<file path="config.mk">
export PLATFORM = sky130hd
export DESIGN_NAME = cpc_regs
export DESIGN_NICKNAME = d
export VERILOG_FILES = /design/src/design/cpc_pkg.sv /design/src/design/cpc_sync.sv /design/src/design/cpc_regs.sv
export SDC_FILE = /design/constraint.sdc
export NUM_CORES = 1
export LEC_CHECK = 0
export BUFFER_PORTS_ARGS = -buffer_cell sky130_fd_sc_hd__buf_2
export CAP_MARGIN = 20
export CORE_ASPECT_RATIO = 1.2
export CORE_MARGIN = 10
export CORE_UTILIZATION = 45
export CTS_CLUSTER_DIAMETER = 150
export DETAILED_ROUTE_END_ITERATION = 10
export PLACE_DENSITY = 0.86
export SLEW_MARGIN = 10
export SYNTH_ARGS = -nofsm -noshare
export SYNTH_HDL_FRONTEND = slang
export SYNTH_SLANG_ARGS = --single-unit
</file>
<file path="constraint.sdc">
create_clock -name pclk -period 2.4 [get_ports pclk]
set_clock_uncertainty 0.1 [all_clocks]
set_input_delay 0.48 -clock pclk [delete_from_list [all_inputs] [get_ports pclk]]
set_output_delay 0.48 -clock pclk [all_outputs]
set_load 0.005 [all_outputs]
</file>
<file path="src/design/cpc_pkg.sv">
package cpc_pkg;

  localparam int unsigned ADDR_W = 16;
  localparam int unsigned DATA_W = 32;
  localparam int unsigned REG_W  = 16;

  // Register indices as printed; byte address is four times the index.
  localparam logic [15:0] IDX_POWER = 16'h1058;
  localparam logic [15:0] IDX_CLKCV = 16'h1059;
  localparam logic [15:0] IDX_HPLVL = 16'h105a;
  localparam logic [15:0] IDX_DCHOP = 16'h110d;
  localparam logic [15:0] IDX_HCHOP = 16'h1113;

  localparam logic [15:0] RST_POWER = 16'h0000;
  localparam logic [15:0] RST_CLKCV = 16'h0000;
  localparam logic [15:0] RST_HPLVL = 16'h0000;
  localparam logic [15:0] RST_DCHOP = 16'h0000;
  localparam logic [15:0] RST_HCHOP = 16'h0000;

  // Writable bit masks; all other bits are read-only or reserved.
  localparam logic [15:0] WMASK_POWER = 16'hffff;
  localparam logic [15:0] WMASK_CLKCV = 16'h017f;
  localparam logic [15:0] WMASK_HPLVL = 16'h009f;
  localparam logic [15:0] WMASK_DCHOP = 16'h0010;
  localparam logic [15:0] WMASK_HCHOP = 16'h0001;

  // Fixed read pattern of bits 12:9 of the clock and converter register.
  localparam logic [15:0] FIXED_CLKCV = 16'h1e00;

  localparam int unsigned POS_MUX_EN   = 8;
  localparam int unsigned POS_LOCKED   = 7;
  localparam int unsigned POS_MCLK_EN  = 6;
  localparam int unsigned POS_MCLK_SEL = 3;
  localparam int unsigned POS_PLL_SEL  = 1;
  localparam int unsigned POS_PLL_EN   = 0;
  localparam int unsigned POS_HP_MUTE  = 7;
  localparam int unsigned POS_HP_ATT   = 0;
  localparam int unsigned POS_DCHOP    = 4;
  localparam int unsigned POS_HCHOP    = 0;

  typedef enum logic [1:0] {
    CPC_MCLK_OFF,
    CPC_MCLK_ENGINE,
    CPC_MCLK_CONV
  } cpc_mclk_src_t;

  typedef struct packed {
    logic        pll;
    logic        ref_buffer;
    logic        adc;
    logic [3:0]  analog_out_pair;
    logic        aux_two_out_right;
    logic        aux_two_out_left;
    logic        aux_one_headphone_out_right;
    logic        aux_one_headphone_out_left;
    logic        hp_amp_right;
    logic        hp_amp_left;
    logic        rate_converter;
    logic        conv_engine;
    logic        audio_processor;
  } cpc_power_t;

  typedef struct packed {
    logic          hp_mute;
    logic [4:0]    hp_atten;
    logic          rate_converter_mux_en;
    logic          master_clock_out_pin_en;
    cpc_mclk_src_t master_clock_out_src;
    logic [1:0]    pll_mult_sel;
    logic          pll_in_use;
    logic          dac_amp_chop_off;
    logic          hp_amp_chop_off;
  } cpc_ctrl_t;

  typedef struct packed {
    logic [15:0] addr;
    logic        write;
    logic [15:0] wdata;
  } cpc_req_t;

endpackage : cpc_pkg

</file>
<file path="src/design/cpc_sync.sv">
`timescale 1ns/100ps
module cpc_sync
  import cpc_pkg::*;
(
  input  wire logic pclk,
  input  wire logic presetn,
  input  wire logic async_in,
  output logic      sync_out
);

  logic first;

  always_ff @(posedge pclk or negedge presetn) begin
    if (!presetn) begin
      first    <= 1'b0;
      sync_out <= 1'b0;
    end else begin
      first    <= async_in;
      sync_out <= first;
    end
  end

endmodule : cpc_sync

</file>
<file path="src/design/cpc_regs.sv">
`timescale 1ns/100ps
// Notes on behaviour
// - Each power bit turns its block on at 1 and off at 0, PLL at bit 15 down to the processor at bit 0.
// - The power register resets to zero with converter pairs at 12:9, headphone sides at 4:3, converter at 2.
// - Headphone level bit 7 mutes the headphone amplifier when set.
// - Headphone level bits 4:0 give attenuation in 1.5 dB steps and reset to zero.
// - Bits 12:9 of the clock register always read 1111 and software writes them as zero.
// - Clock register bit 8 enables the rate converter input mux.
// - Clock register bit 7 is read-only and shows the rate converter lock state.
// - Clock register bit 6 enables the master clock output pin.
// - Clock register bits 5:3 pick the pin source: 001 engine clock, 1xx converter clock, others reserved.
// - Clock register bits 2:1 pick PLL output of 64, 128, 256 or 512 times the sample rate.
// - Clock register bit 0 bypasses the PLL at 0 and uses it at 1.
// - DAC amplifier bit 4 disables chopping at 1 and resets to 0.
// - Headphone amplifier bit 0 disables chopping at 1 and resets to 0.
module cpc_regs
  import cpc_pkg::*;
(
  input  wire logic        pclk,
  input  wire logic        presetn,
  input  wire logic        psel,
  input  wire logic        penable,
  input  wire logic        pwrite,
  input  wire logic [17:0] paddr,
  input  wire logic [31:0] pwdata,
  input  wire logic [3:0]  pstrb,
  output logic [31:0]      prdata,
  output logic             pready,
  output logic             pslverr,
  input  wire logic        rate_converter_locked,
  output cpc_power_t       power_en,
  output cpc_ctrl_t        ctrl
);

  function automatic logic [15:0] merge(input logic [15:0] old, input logic [15:0] wd,
                                        input logic [1:0] st, input logic [15:0] mask);
    logic [15:0] lane;
    lane  = {{8{st[1]}}, {8{st[0]}}};
    merge = (old & ~(lane & mask)) | (wd & lane & mask);
  endfunction : merge

  logic [15:0] reg_power;
  logic [15:0] reg_clkcv;
  logic [15:0] reg_hplvl;
  logic [15:0] reg_dchop;
  logic [15:0] reg_hchop;
  logic        locked_sync;
  logic [15:0] rd_val;

  cpc_sync u_lock_sync (
    .pclk     (pclk),
    .presetn  (presetn),
    .async_in (rate_converter_locked),
    .sync_out (locked_sync)
  );

  cpc_req_t req;
  assign req = '{addr: paddr[17:2], write: pwrite, wdata: pwdata[15:0]};

  wire         word_ok  = (paddr[1:0] == 2'h0);
  wire         hit_pw   = word_ok && (req.addr == IDX_POWER);
  wire         hit_cc   = word_ok && (req.addr == IDX_CLKCV);
  wire         hit_hl   = word_ok && (req.addr == IDX_HPLVL);
  wire         hit_dc   = word_ok && (req.addr == IDX_DCHOP);
  wire         hit_hc   = word_ok && (req.addr == IDX_HCHOP);
  wire         hit_any  = hit_pw | hit_cc | hit_hl | hit_dc | hit_hc;
  wire         access   = psel && penable;
  wire         wr_go    = access && req.write && hit_any;
  wire [1:0]   st       = pstrb[1:0];

  assign pready  = 1'b1;
  assign pslverr = access && !hit_any;

  // Writes land at the access edge; the outputs follow the registers directly, with no extra cycle.
  always_ff @(posedge pclk or negedge presetn) begin
    if (!presetn) begin
      reg_power <= RST_POWER;
      reg_clkcv <= RST_CLKCV;
      reg_hplvl <= RST_HPLVL;
      reg_dchop <= RST_DCHOP;
      reg_hchop <= RST_HCHOP;
    end else if (wr_go) begin
      if (hit_pw) reg_power <= merge(reg_power, req.wdata, st, WMASK_POWER);
      if (hit_cc) reg_clkcv <= merge(reg_clkcv, req.wdata, st, WMASK_CLKCV);
      if (hit_hl) reg_hplvl <= merge(reg_hplvl, req.wdata, st, WMASK_HPLVL);
      if (hit_dc) reg_dchop <= merge(reg_dchop, req.wdata, st, WMASK_DCHOP);
      if (hit_hc) reg_hchop <= merge(reg_hchop, req.wdata, st, WMASK_HCHOP);
    end
  end

  // Read view: lock status inserted after the two-flop synchroniser, fixed pattern forced high.
  wire [15:0] clkcv_view = reg_clkcv | FIXED_CLKCV
                         | (16'(locked_sync) << POS_LOCKED);

  assign rd_val = hit_pw ? reg_power :
                  hit_cc ? clkcv_view :
                  hit_hl ? reg_hplvl :
                  hit_dc ? reg_dchop :
                  hit_hc ? reg_hchop : 16'h0000;

  always_ff @(posedge pclk or negedge presetn) begin
    if (!presetn) begin
      prdata <= 32'h0000_0000;
    end else if (psel && !penable && !pwrite) begin
      prdata <= {16'h0000, rd_val};
    end
  end

  assign power_en = cpc_power_t'(reg_power);

  wire [2:0] src_code = reg_clkcv[POS_MCLK_SEL +: 3];
  wire       src_conv = src_code[2];
  wire       src_eng  = (src_code == 3'h1);

  cpc_mclk_src_t src_sel;
  assign src_sel = src_conv ? CPC_MCLK_CONV :
                   src_eng  ? CPC_MCLK_ENGINE : CPC_MCLK_OFF;

  // One driver for the whole control bundle.
  assign ctrl = '{
    hp_mute:                 reg_hplvl[POS_HP_MUTE],
    hp_atten:                reg_hplvl[POS_HP_ATT +: 5],
    rate_converter_mux_en:   reg_clkcv[POS_MUX_EN],
    master_clock_out_pin_en: reg_clkcv[POS_MCLK_EN],
    master_clock_out_src:    src_sel,
    pll_mult_sel:            reg_clkcv[POS_PLL_SEL +: 2],
    pll_in_use:              reg_clkcv[POS_PLL_EN],
    dac_amp_chop_off:        reg_dchop[POS_DCHOP],
    hp_amp_chop_off:         reg_hchop[POS_HCHOP]
  };

endmodule : cpc_regs

</file>
Word-level counts from Yosys, hierarchy flattened
Index checks and enable logic that the tools add are counted.
Word-level totals
  flip-flop bits (word level): 98
  input bits: 60
  logic and storage cells: 62
  output and inout bits: 65
Cells by class
  eq/ne operators: 6
  bitwise gates (word level): 21
  reduce and logical (&&, ||, !) cells: 20
  multiplexer cells: 7
Operators by type and width (number)
  $and 16x16->16: 6
  $eq 16x13->1 const B: 5
  $mux 16: 5
  $or 16x8->16: 2
  $not 1->16: 1
  $not 16->16: 1
  $not 5->16: 1
  $not 8->16: 1
  $not 9->16: 1
  $or 16x1->16: 1
  $or 16x16->16: 1
  $or 16x5->16: 1
  $or 16x9->16: 1
  $logic_and 1x1->1: 11
  $reduce_and 2->1: 5
  $or 1x1->1: 4
  $eq 3x1->1 const B: 1
  $logic_not 1->1: 3
  $logic_not 2->1: 1
  $mux 2: 1
  $mux 1: 1

Logic depth before layout (Yosys ltp)
Gate-level depths: netlist (run 1).
  depth in word-level cells: 8
  depth in mapped cells: 5
  depth with buffers taken out: 4

Hierarchy
Synthesis (run 1) repeated with hierarchy kept, for this count alone.
Second synthesis, totals
  cells, all modules: 206
  area, all modules: 2459.9 um2
Modules (own cells, without submodules)
  cpc_regs: cells each 204, seq. area each 1201.2 um2, area an instance 2409.8 um2, times used 1
  cpc_sync: cells each 2, seq. area each 50.0 um2, area an instance 50.0 um2, times used 1

Least setup slack after synthesis (run 1)
No wires, ideal clock.
  kind: input-to-output
  from: input paddr[4]
  to: output pslverr
  stages: 4
  path slack: 0.261 ns
  arrival: 1.559 ns
  required time: 1.820 ns
  buffers on the path: 0
  path through: or3b_4 > nor3b_4 > o21ai_0 > and4_1
Between the ends
  cells in the longest elaborated chain, start to end: 8
  elaborated cells on any way between the ends: 16
  classes of those cells: eq/ne: 5; bitwise: 4; reduce/logical: 7
Ends and longest elaborated chain
  start: declaration: RTL line cpc_regs.sv:24  | input wire logic [17:0] paddr,
  $eq 16x13->1, on equally long branches: RTL line cpc_regs.sv:61, cpc_regs.sv:62
  $logic_and 1x1->1, on equally long branches: RTL line cpc_regs.sv:61, cpc_regs.sv:62
  $or 1x1->1 (3 in series): RTL line cpc_regs.sv:66  | wire hit_any = hit_pw | hit_cc | hit_hl | hit_dc | hit_hc;
  $or 1x1->1 *: RTL line cpc_regs.sv:66
  $logic_not 1->1 *: RTL line cpc_regs.sv:72  | assign pslverr = access && !hit_any;
  $logic_and 1x1->1 *: RTL line cpc_regs.sv:72
  end: declaration: RTL line cpc_regs.sv:29  | output logic pslverr,
Mark *: on every way between the ends. The rest lies on a longest branch, timed or not.

Worst setup path in the final report (run 1)
Same ends and word-level chain as after synthesis.

==> flow_summary_export.csv, run 1 <==
group,metric,value,unit
layout,post-route-util,57.6,%
pwr,irDropWorstVdd,404,uV
clock_network,clk_pin_slew_worst_paths,90,ps
die,dieHeight,101,um
timing,setup_tns,0,ps
detailed_routing,vias_per_cell,5.32,
yosys,synth-seq-cells,50,
global_route,use_met1,14.4,%
die,ioPinCount,125,
timing,setup-violations-final,0,
layout,layout_commonest_cell,"buf_2",
flow_run,drv_cap,0,
yosys,synthXorXnorAreaFrac,0,%
clock_network,cts.sinks,50,
global_route,antenna_found_initial,0,
timing,fin_crit_sh,96.7,%
layout,syn2layout_area_growth,24.1,%
global_route,grt_overflow,0,
die,core_area,5300,um^2
global_route,met2_usage,25.1,%
layout,layout.nets,356,
layout,instances_no_fill,358,
placement,io_buffers,89,
clock_network,htreeDepth,2,
hold_path,min_path_type,"input port to async pin",
timing,fmax,431,MHz
detailed_routing,drc,0,
timing,rsz0062_at_grt,"false",
global_route,grt_pass1_vias,1982,
yosys,synth-adder-area-share,0,%
worst_setup_path,arrival,1740,ps
clock_network,cts-resized-gates,0,
worst_setup_path,critPathKind,"input port to output pin",
layout,final_cell_mix,"89 x buf_2, 50 x dfrtp_1, 37 x mux2_2, 19 x nand2_1, 17 x conb_1",
yosys,synthMuxAreaShare,18.6,%
global_route,grt_max_degree,30,
timing,slew_headroom,55.9,%
die,start_util,46.4,%
timing,drv_slew,0,
clock_network,cts_buffers,5,
detailed_routing,routed_wl,6300,um
worst_setup_path,cp_max_fo,4,
yosys,syn_inst,206,
die,fp.dieW,87.5,um
timing,hold_viol_final,0,
detailed_routing,drt_pass1_iterations,4,
clock_network,cts_root_buf,"clkbuf_8",
worst_setup_path,cp.required,1820,ps
clock_network,cts_tree,"yes",
clock_network,cts_setup_buffers,0,
placement,dp.cells,351,
detailed_routing,vias,1904,
yosys,syn_avg_cell_area,11.9,um^2
timing,period_needed,2320,ps
detailed_routing,ant_nets,0,
placement,dp_hpwl,5000,um
yosys,synthDistinctLibCells,35,
clock_network,clock_latency,300,ps
run_status,status,"completed",
detailed_routing,drt_iter0_markers,81,
yosys,yosys.area_share.simple,14.0,%
worst_setup_path,cp-end-kind,"output pin",
pwr,power_density,501,nW/um^2
yosys,ys_seq_area_share,50.9,%
global_route,top_usage_layer,"met2",
timing,tightest_slew,661,ps
global_route,grt_util_met3,4.61,%
layout,diodes,0,
global_route,grt_pass1_wl,9710,um
pwr,p_leak,1.66,nW
detailed_routing,wire_per_inst,17.6,um
die,rows,29,
worst_setup_path,critPathLaunchType,"input port",
clock_network,cts.path.max_buffers,2,
yosys,yosys_warnings,0,
placement,gp_congestion,0.828,
global_route,grt_use_total,13.7,%
yosys,synth_top_family_by_area,"multiplexers",
die,dieArea,8840,um^2
yosys,syn_area,2460,um^2
yosys,synth_compound_area_share,7.22,%
layout,drive_gt1_share,51.7,%
clock_network,cts_hold_repair.buffers,0,
[synth_stat cells]
cell      instances  area, um^2
and4_1            5        43.8
and4b_1           2        20.0
nor4_1            1        6.26
o31ai_1          10        75.1
buf_4            25         188
a21oi_1           1        5.00
or3b_4            1        11.3
and3b_1           1        8.76
conb_1            2        7.51
nor2b_1           1        6.26
o21ai_0           6        30.0
nand3_4           1        17.5
nor3b_1           2        15.0
nand3_1           4        20.0
a32o_1            1        10.0
nor4b_1           1        8.76
nand2_2           1        6.26
nor2_2            1        6.26
nand4b_1          1        8.76
nand2_1          19        71.3
mux2_2           37         417
buf_2             4        20.0
or3b_2            1        8.76
clkbuf_1          4        15.0
nor3b_4           1        18.8
a22o_1            1        8.76
dfrtp_1          50        1250
a22oi_1           4        30.0
nand2b_1          1        6.26
nand4_1           1        6.26
nor2_1            6        22.5
mux2i_1           4        40.0
nor3_1            2        10.0
nand4_4           1        21.3
a31oi_1           3        18.8
[where the power goes]
part	leakage [nW]	total (W)	internal, W	switching (W)
Combinational	0.915	0.000113	0.0000463	0.0000666
Sequential	0.692	0.000848	0.000846	0.00000223
Clock	0.0542	0.000568	0.000307	0.000261
Total	1.66	0.00153	0.00120	0.000330
[worst max-delay path, cell delays in order]
cell and delay, ps:
buf_2 110, or3b_4 430, nor3_1 280, o21ai_0 110, and4_1 200, buf_2 130
[metal layers]
metal | vias up | wire length, um
met5 | - | 0
met4 | 0 | 65
met3 | 9 | 551
met2 | 75 | 3380
met1 | 937 | 2300
li1 | 883 | -
[cell families after synthesis]
group                  Yosys count
other                            2
buffers and inverters           33
multiplexers                    41
flip-flops                      50
AND/OR/NAND/NOR                 54
AO/OA/AOI/OAI                   26
[worst paths after layout]
| path | start | endpoint | slack [ps] | cells past startpoint |
|---|---|---|---|---|
| max in group asynchronous | presetn | async pin | 1550 | 2 |
| setup reg to reg | register | prdata[4]$_DFFE_PN0P_ | 1230 | 4 |
| hold reg to reg | u_lock_sync.first$_DFF_PN0_ | u_lock_sync.sync_out$_DFF_PN0_ | 250 | 0 |
| setup / recovery | paddr[4] | pslverr | 80 | 6 |
| hold / removal | presetn | async pin | 110 | 1 |
| min in group pclk | rate_converter_locked | u_lock_sync.first$_DFF_PN0_ | 190 | 1 |
[stage by stage]
stage | power [W] | setup WS (ps) | hold WS (ps) | cell area [um^2]
after CTS | 0.00155 | 64.2 | 112 | 3050
after detailed placement | 0.000978 | 73.1 | 237 | 2940
after global routing | 0.00160 | 15.9 | 141 | 3050
after global placement | 0.000974 | 100 | 234 | 2940
after floorplan | 0.000923 | 261 | 84.4 | 2520
final | 0.00153 | 79.0 | 106 | 3050
[layout make-up]
| type | count | area [um^2] |
|---|---|---|
| Tap cell | 62 | 77.6 |
| Multi-Input combinational cell | 138 | 1040 |
| Timing Repair Buffer | 101 | 573 |
| Clock inverter | 2 | 38.8 |
| Sequential cell | 50 | 1250 |
| Clock buffer | 5 | 68.8 |
| Fill cell | 459 | 2240 |
Note: power is estimated with default switching activity, not from simulation.
==> inputs of run 2 (changes only) <==
--- a/config.mk
+++ b/config.mk
@@ -12,7 +12,7 @@
 export CORE_UTILIZATION = 45
 export CTS_CLUSTER_DIAMETER = 150
 export DETAILED_ROUTE_END_ITERATION = 10
-export PLACE_DENSITY = 0.86
+export PLACE_DENSITY = 0.79
 export SLEW_MARGIN = 10
 export SYNTH_ARGS = -nofsm -noshare
 export SYNTH_HDL_FRONTEND = slang
==> run 2 against run 1 <==
Setup slack gained 47 ps. Non-clock buffer count is the same. Die area is the same. Sequential share of layout area grew 0.24 points. Largest cell class unchanged. Largest power group unchanged.
==> flow_summary_export.csv, run 2 (same netlist as run 1, synthesis figures left out) <==
group,metric,value,unit
timing,tightest_slew,545,ps
pwr,irDropWorstVdd,354,uV
clock_network,cts.path.max_buffers,2,
global_route,grt_pass1_wl,9550,um
clock_network,cts_root_buf,"clkbuf_8",
timing,hold_viol_final,0,
timing,timing.final.ws_setup,126,ps
placement,io_buffers,89,
clock_network,htreeDepth,2,
pwr,p_sw_share,23.5,%
die,dieArea,8840,um^2
pwr,total_power,0.00144,W
detailed_routing,wire_per_inst,17.3,um
global_route,antenna_found_initial,0,
layout,diodes,0,
placement,dp_worst_setup_slack,120,ps
clock_network,clk_pin_slew_worst_paths,90,ps
pwr,p_switching,0.000338,W
hold_path,min_path_type,"input port to async pin",
die,ioPinCount,125,
pwr,combPwrFrac,7.9,%
timing,setup-violations-final,0,
detailed_routing,drt_iter0_markers,36,
die,start_util,46.4,%
timing,period_needed,2270,ps
pwr,p_int,0.00110,W
layout,num-fill-cells,467,
detailed_routing,drc,0,
detailed_routing,vias_per_cell,5.11,
timing,drv_slew,0,
die,fp.dieW,87.5,um
die,rows,29,
layout,drive_gt1_share,51.5,%
clock_network,cts_buffers,5,
die,core_area,5300,um^2
detailed_routing,routed_wl,6210,um
timing,fin_crit_sh,94.8,%
layout,multi_input_area,1050,um^2
clock_network,cts.sinks,50,
detailed_routing,drt_pass1_iterations,4,
worst_setup_path,critPathLaunchType,"input port",
worst_setup_path,arrival,1690,ps
clock_network,cts_tree,"yes",
layout,final-seq-area,1250,um^2
global_route,grt_max_degree,29,
pwr,p_seq_share,59.0,%
worst_setup_path,cp-end-kind,"output pin",
placement,dp_hpwl,4940,um
layout,final_cell_mix,"89 x buf_2, 50 x dfrtp_1, 37 x mux2_2, 19 x nand2_1, 17 x conb_1",
placement,gp_congestion,0.750,
timing,setup_tns,0,ps
detailed_routing,ant_nets,0,
pwr,p_leak,1.65,nW
global_route,grt_pass1_vias,1928,
run_status,status,"completed",
pwr,power_density,473,nW/um^2
global_route,grt_use_total,13.4,%
detailed_routing,vias,1834,
timing,fmax,440,MHz
worst_setup_path,critPathKind,"input port to output pin",
layout,layout_commonest_cell,"buf_2",
global_route,grt_overflow,0,
worst_setup_path,crit_path_start,"paddr[1]",
pwr,clockPowerShare,33.1,%
worst_setup_path,cp_max_fo,6,
layout,syn2layout_area_growth,23.4,%
clock_network,cts_setup_buffers,0,
clock_network,clock_latency,300,ps
timing,slew_headroom,63.6,%
layout,layout.nets,356,
flow_run,drv_cap,0,
die,dieHeight,101,um
worst_setup_path,cp.required,1820,ps
layout,post-route-util,57.3,%
timing,rsz0062_at_grt,"false",
-- run 2: cell types whose count changed in the layout (fill, tap and decap cells not counted) --
cell | previous run | this run
nor3_1 | 2 | 1
bufinv_16 | 1 | 0
clkbuf_1 | 0 | 1
clkinv_2 | 0 | 1
and4_2 | 1 | 0
and4_1 | 4 | 5
nor3_2 | 0 | 1
-- run 2: cell type report --
type                            instances  share of cell area, %
Timing Repair Buffer                  101                   18.9
Sequential cell                        50                   41.2
Clock inverter                          2                  0.453
Clock buffer                            6                   2.39
Multi-Input combinational cell        138                   34.5
Tap cell                               62                   2.56
-- run 2: power by group through the flow --
stage / clock, W / sequential [W] / combinational (W)
after floorplan: 0 / 0.000865 / 0.0000586
after global placement: 0 / 0.000864 / 0.000111
after detailed placement: 0 / 0.000865 / 0.000114
after CTS: 0.000494 / 0.000848 / 0.000114
after global routing: 0.000515 / 0.000848 / 0.000127
final: 0.000476 / 0.000848 / 0.000114
-- run 2: final timing paths --
path,cells past startpoint,end,slack [ps]
max in group asynchronous,2,prdata[15]$_DFFE_PN0P_,1600
min in group pclk,1,u_lock_sync.first$_DFF_PN0_,190
worst min register to register,0,u_lock_sync.sync_out$_DFF_PN0_,250
worst min-delay path,1,async pin,60
worst max register to register,4,prdata[4]$_DFFE_PN0P_,1240
worst max-delay path,6,pslverr,130
-- run 2: what timing repair did --
item / CTS / global route
hold buffers: 0 / 0
setup endpoints to repair: 0 / 1
resized for setup: 0 / 1
-- run 2: metal layers --
metal  up-vias  GRT usage [%]  share of wire, %
met2        63           23.7                52
met3         8           4.85               8.8
met5         -              0                 0
met1       883           14.6                38
li1        880              -                 -
met4         0           3.56               1.3
-- run 2: through the flow --
| stage | area (um^2) | std cells | hold slack, ps |
|---|---|---|---|
| 2_1_floorplan | 2520 | 221 | 84.4 |
| 3_3_place_gp | 2940 | 351 | 234 |
| 3_5_place_dp | 2940 | 351 | 236 |
| 4_1_cts | 3030 | 359 | 71.1 |
| 5_1_grt | 3040 | 359 | 79.4 |
| 6_report | 3040 | 359 | 57.9 |
-- run 2: worst max-delay path: stages --
cell	delay, ps
buf_2	90
nor4b_1	320
and4_1	370
o21ai_0	110
and4_1	200
buf_2	120
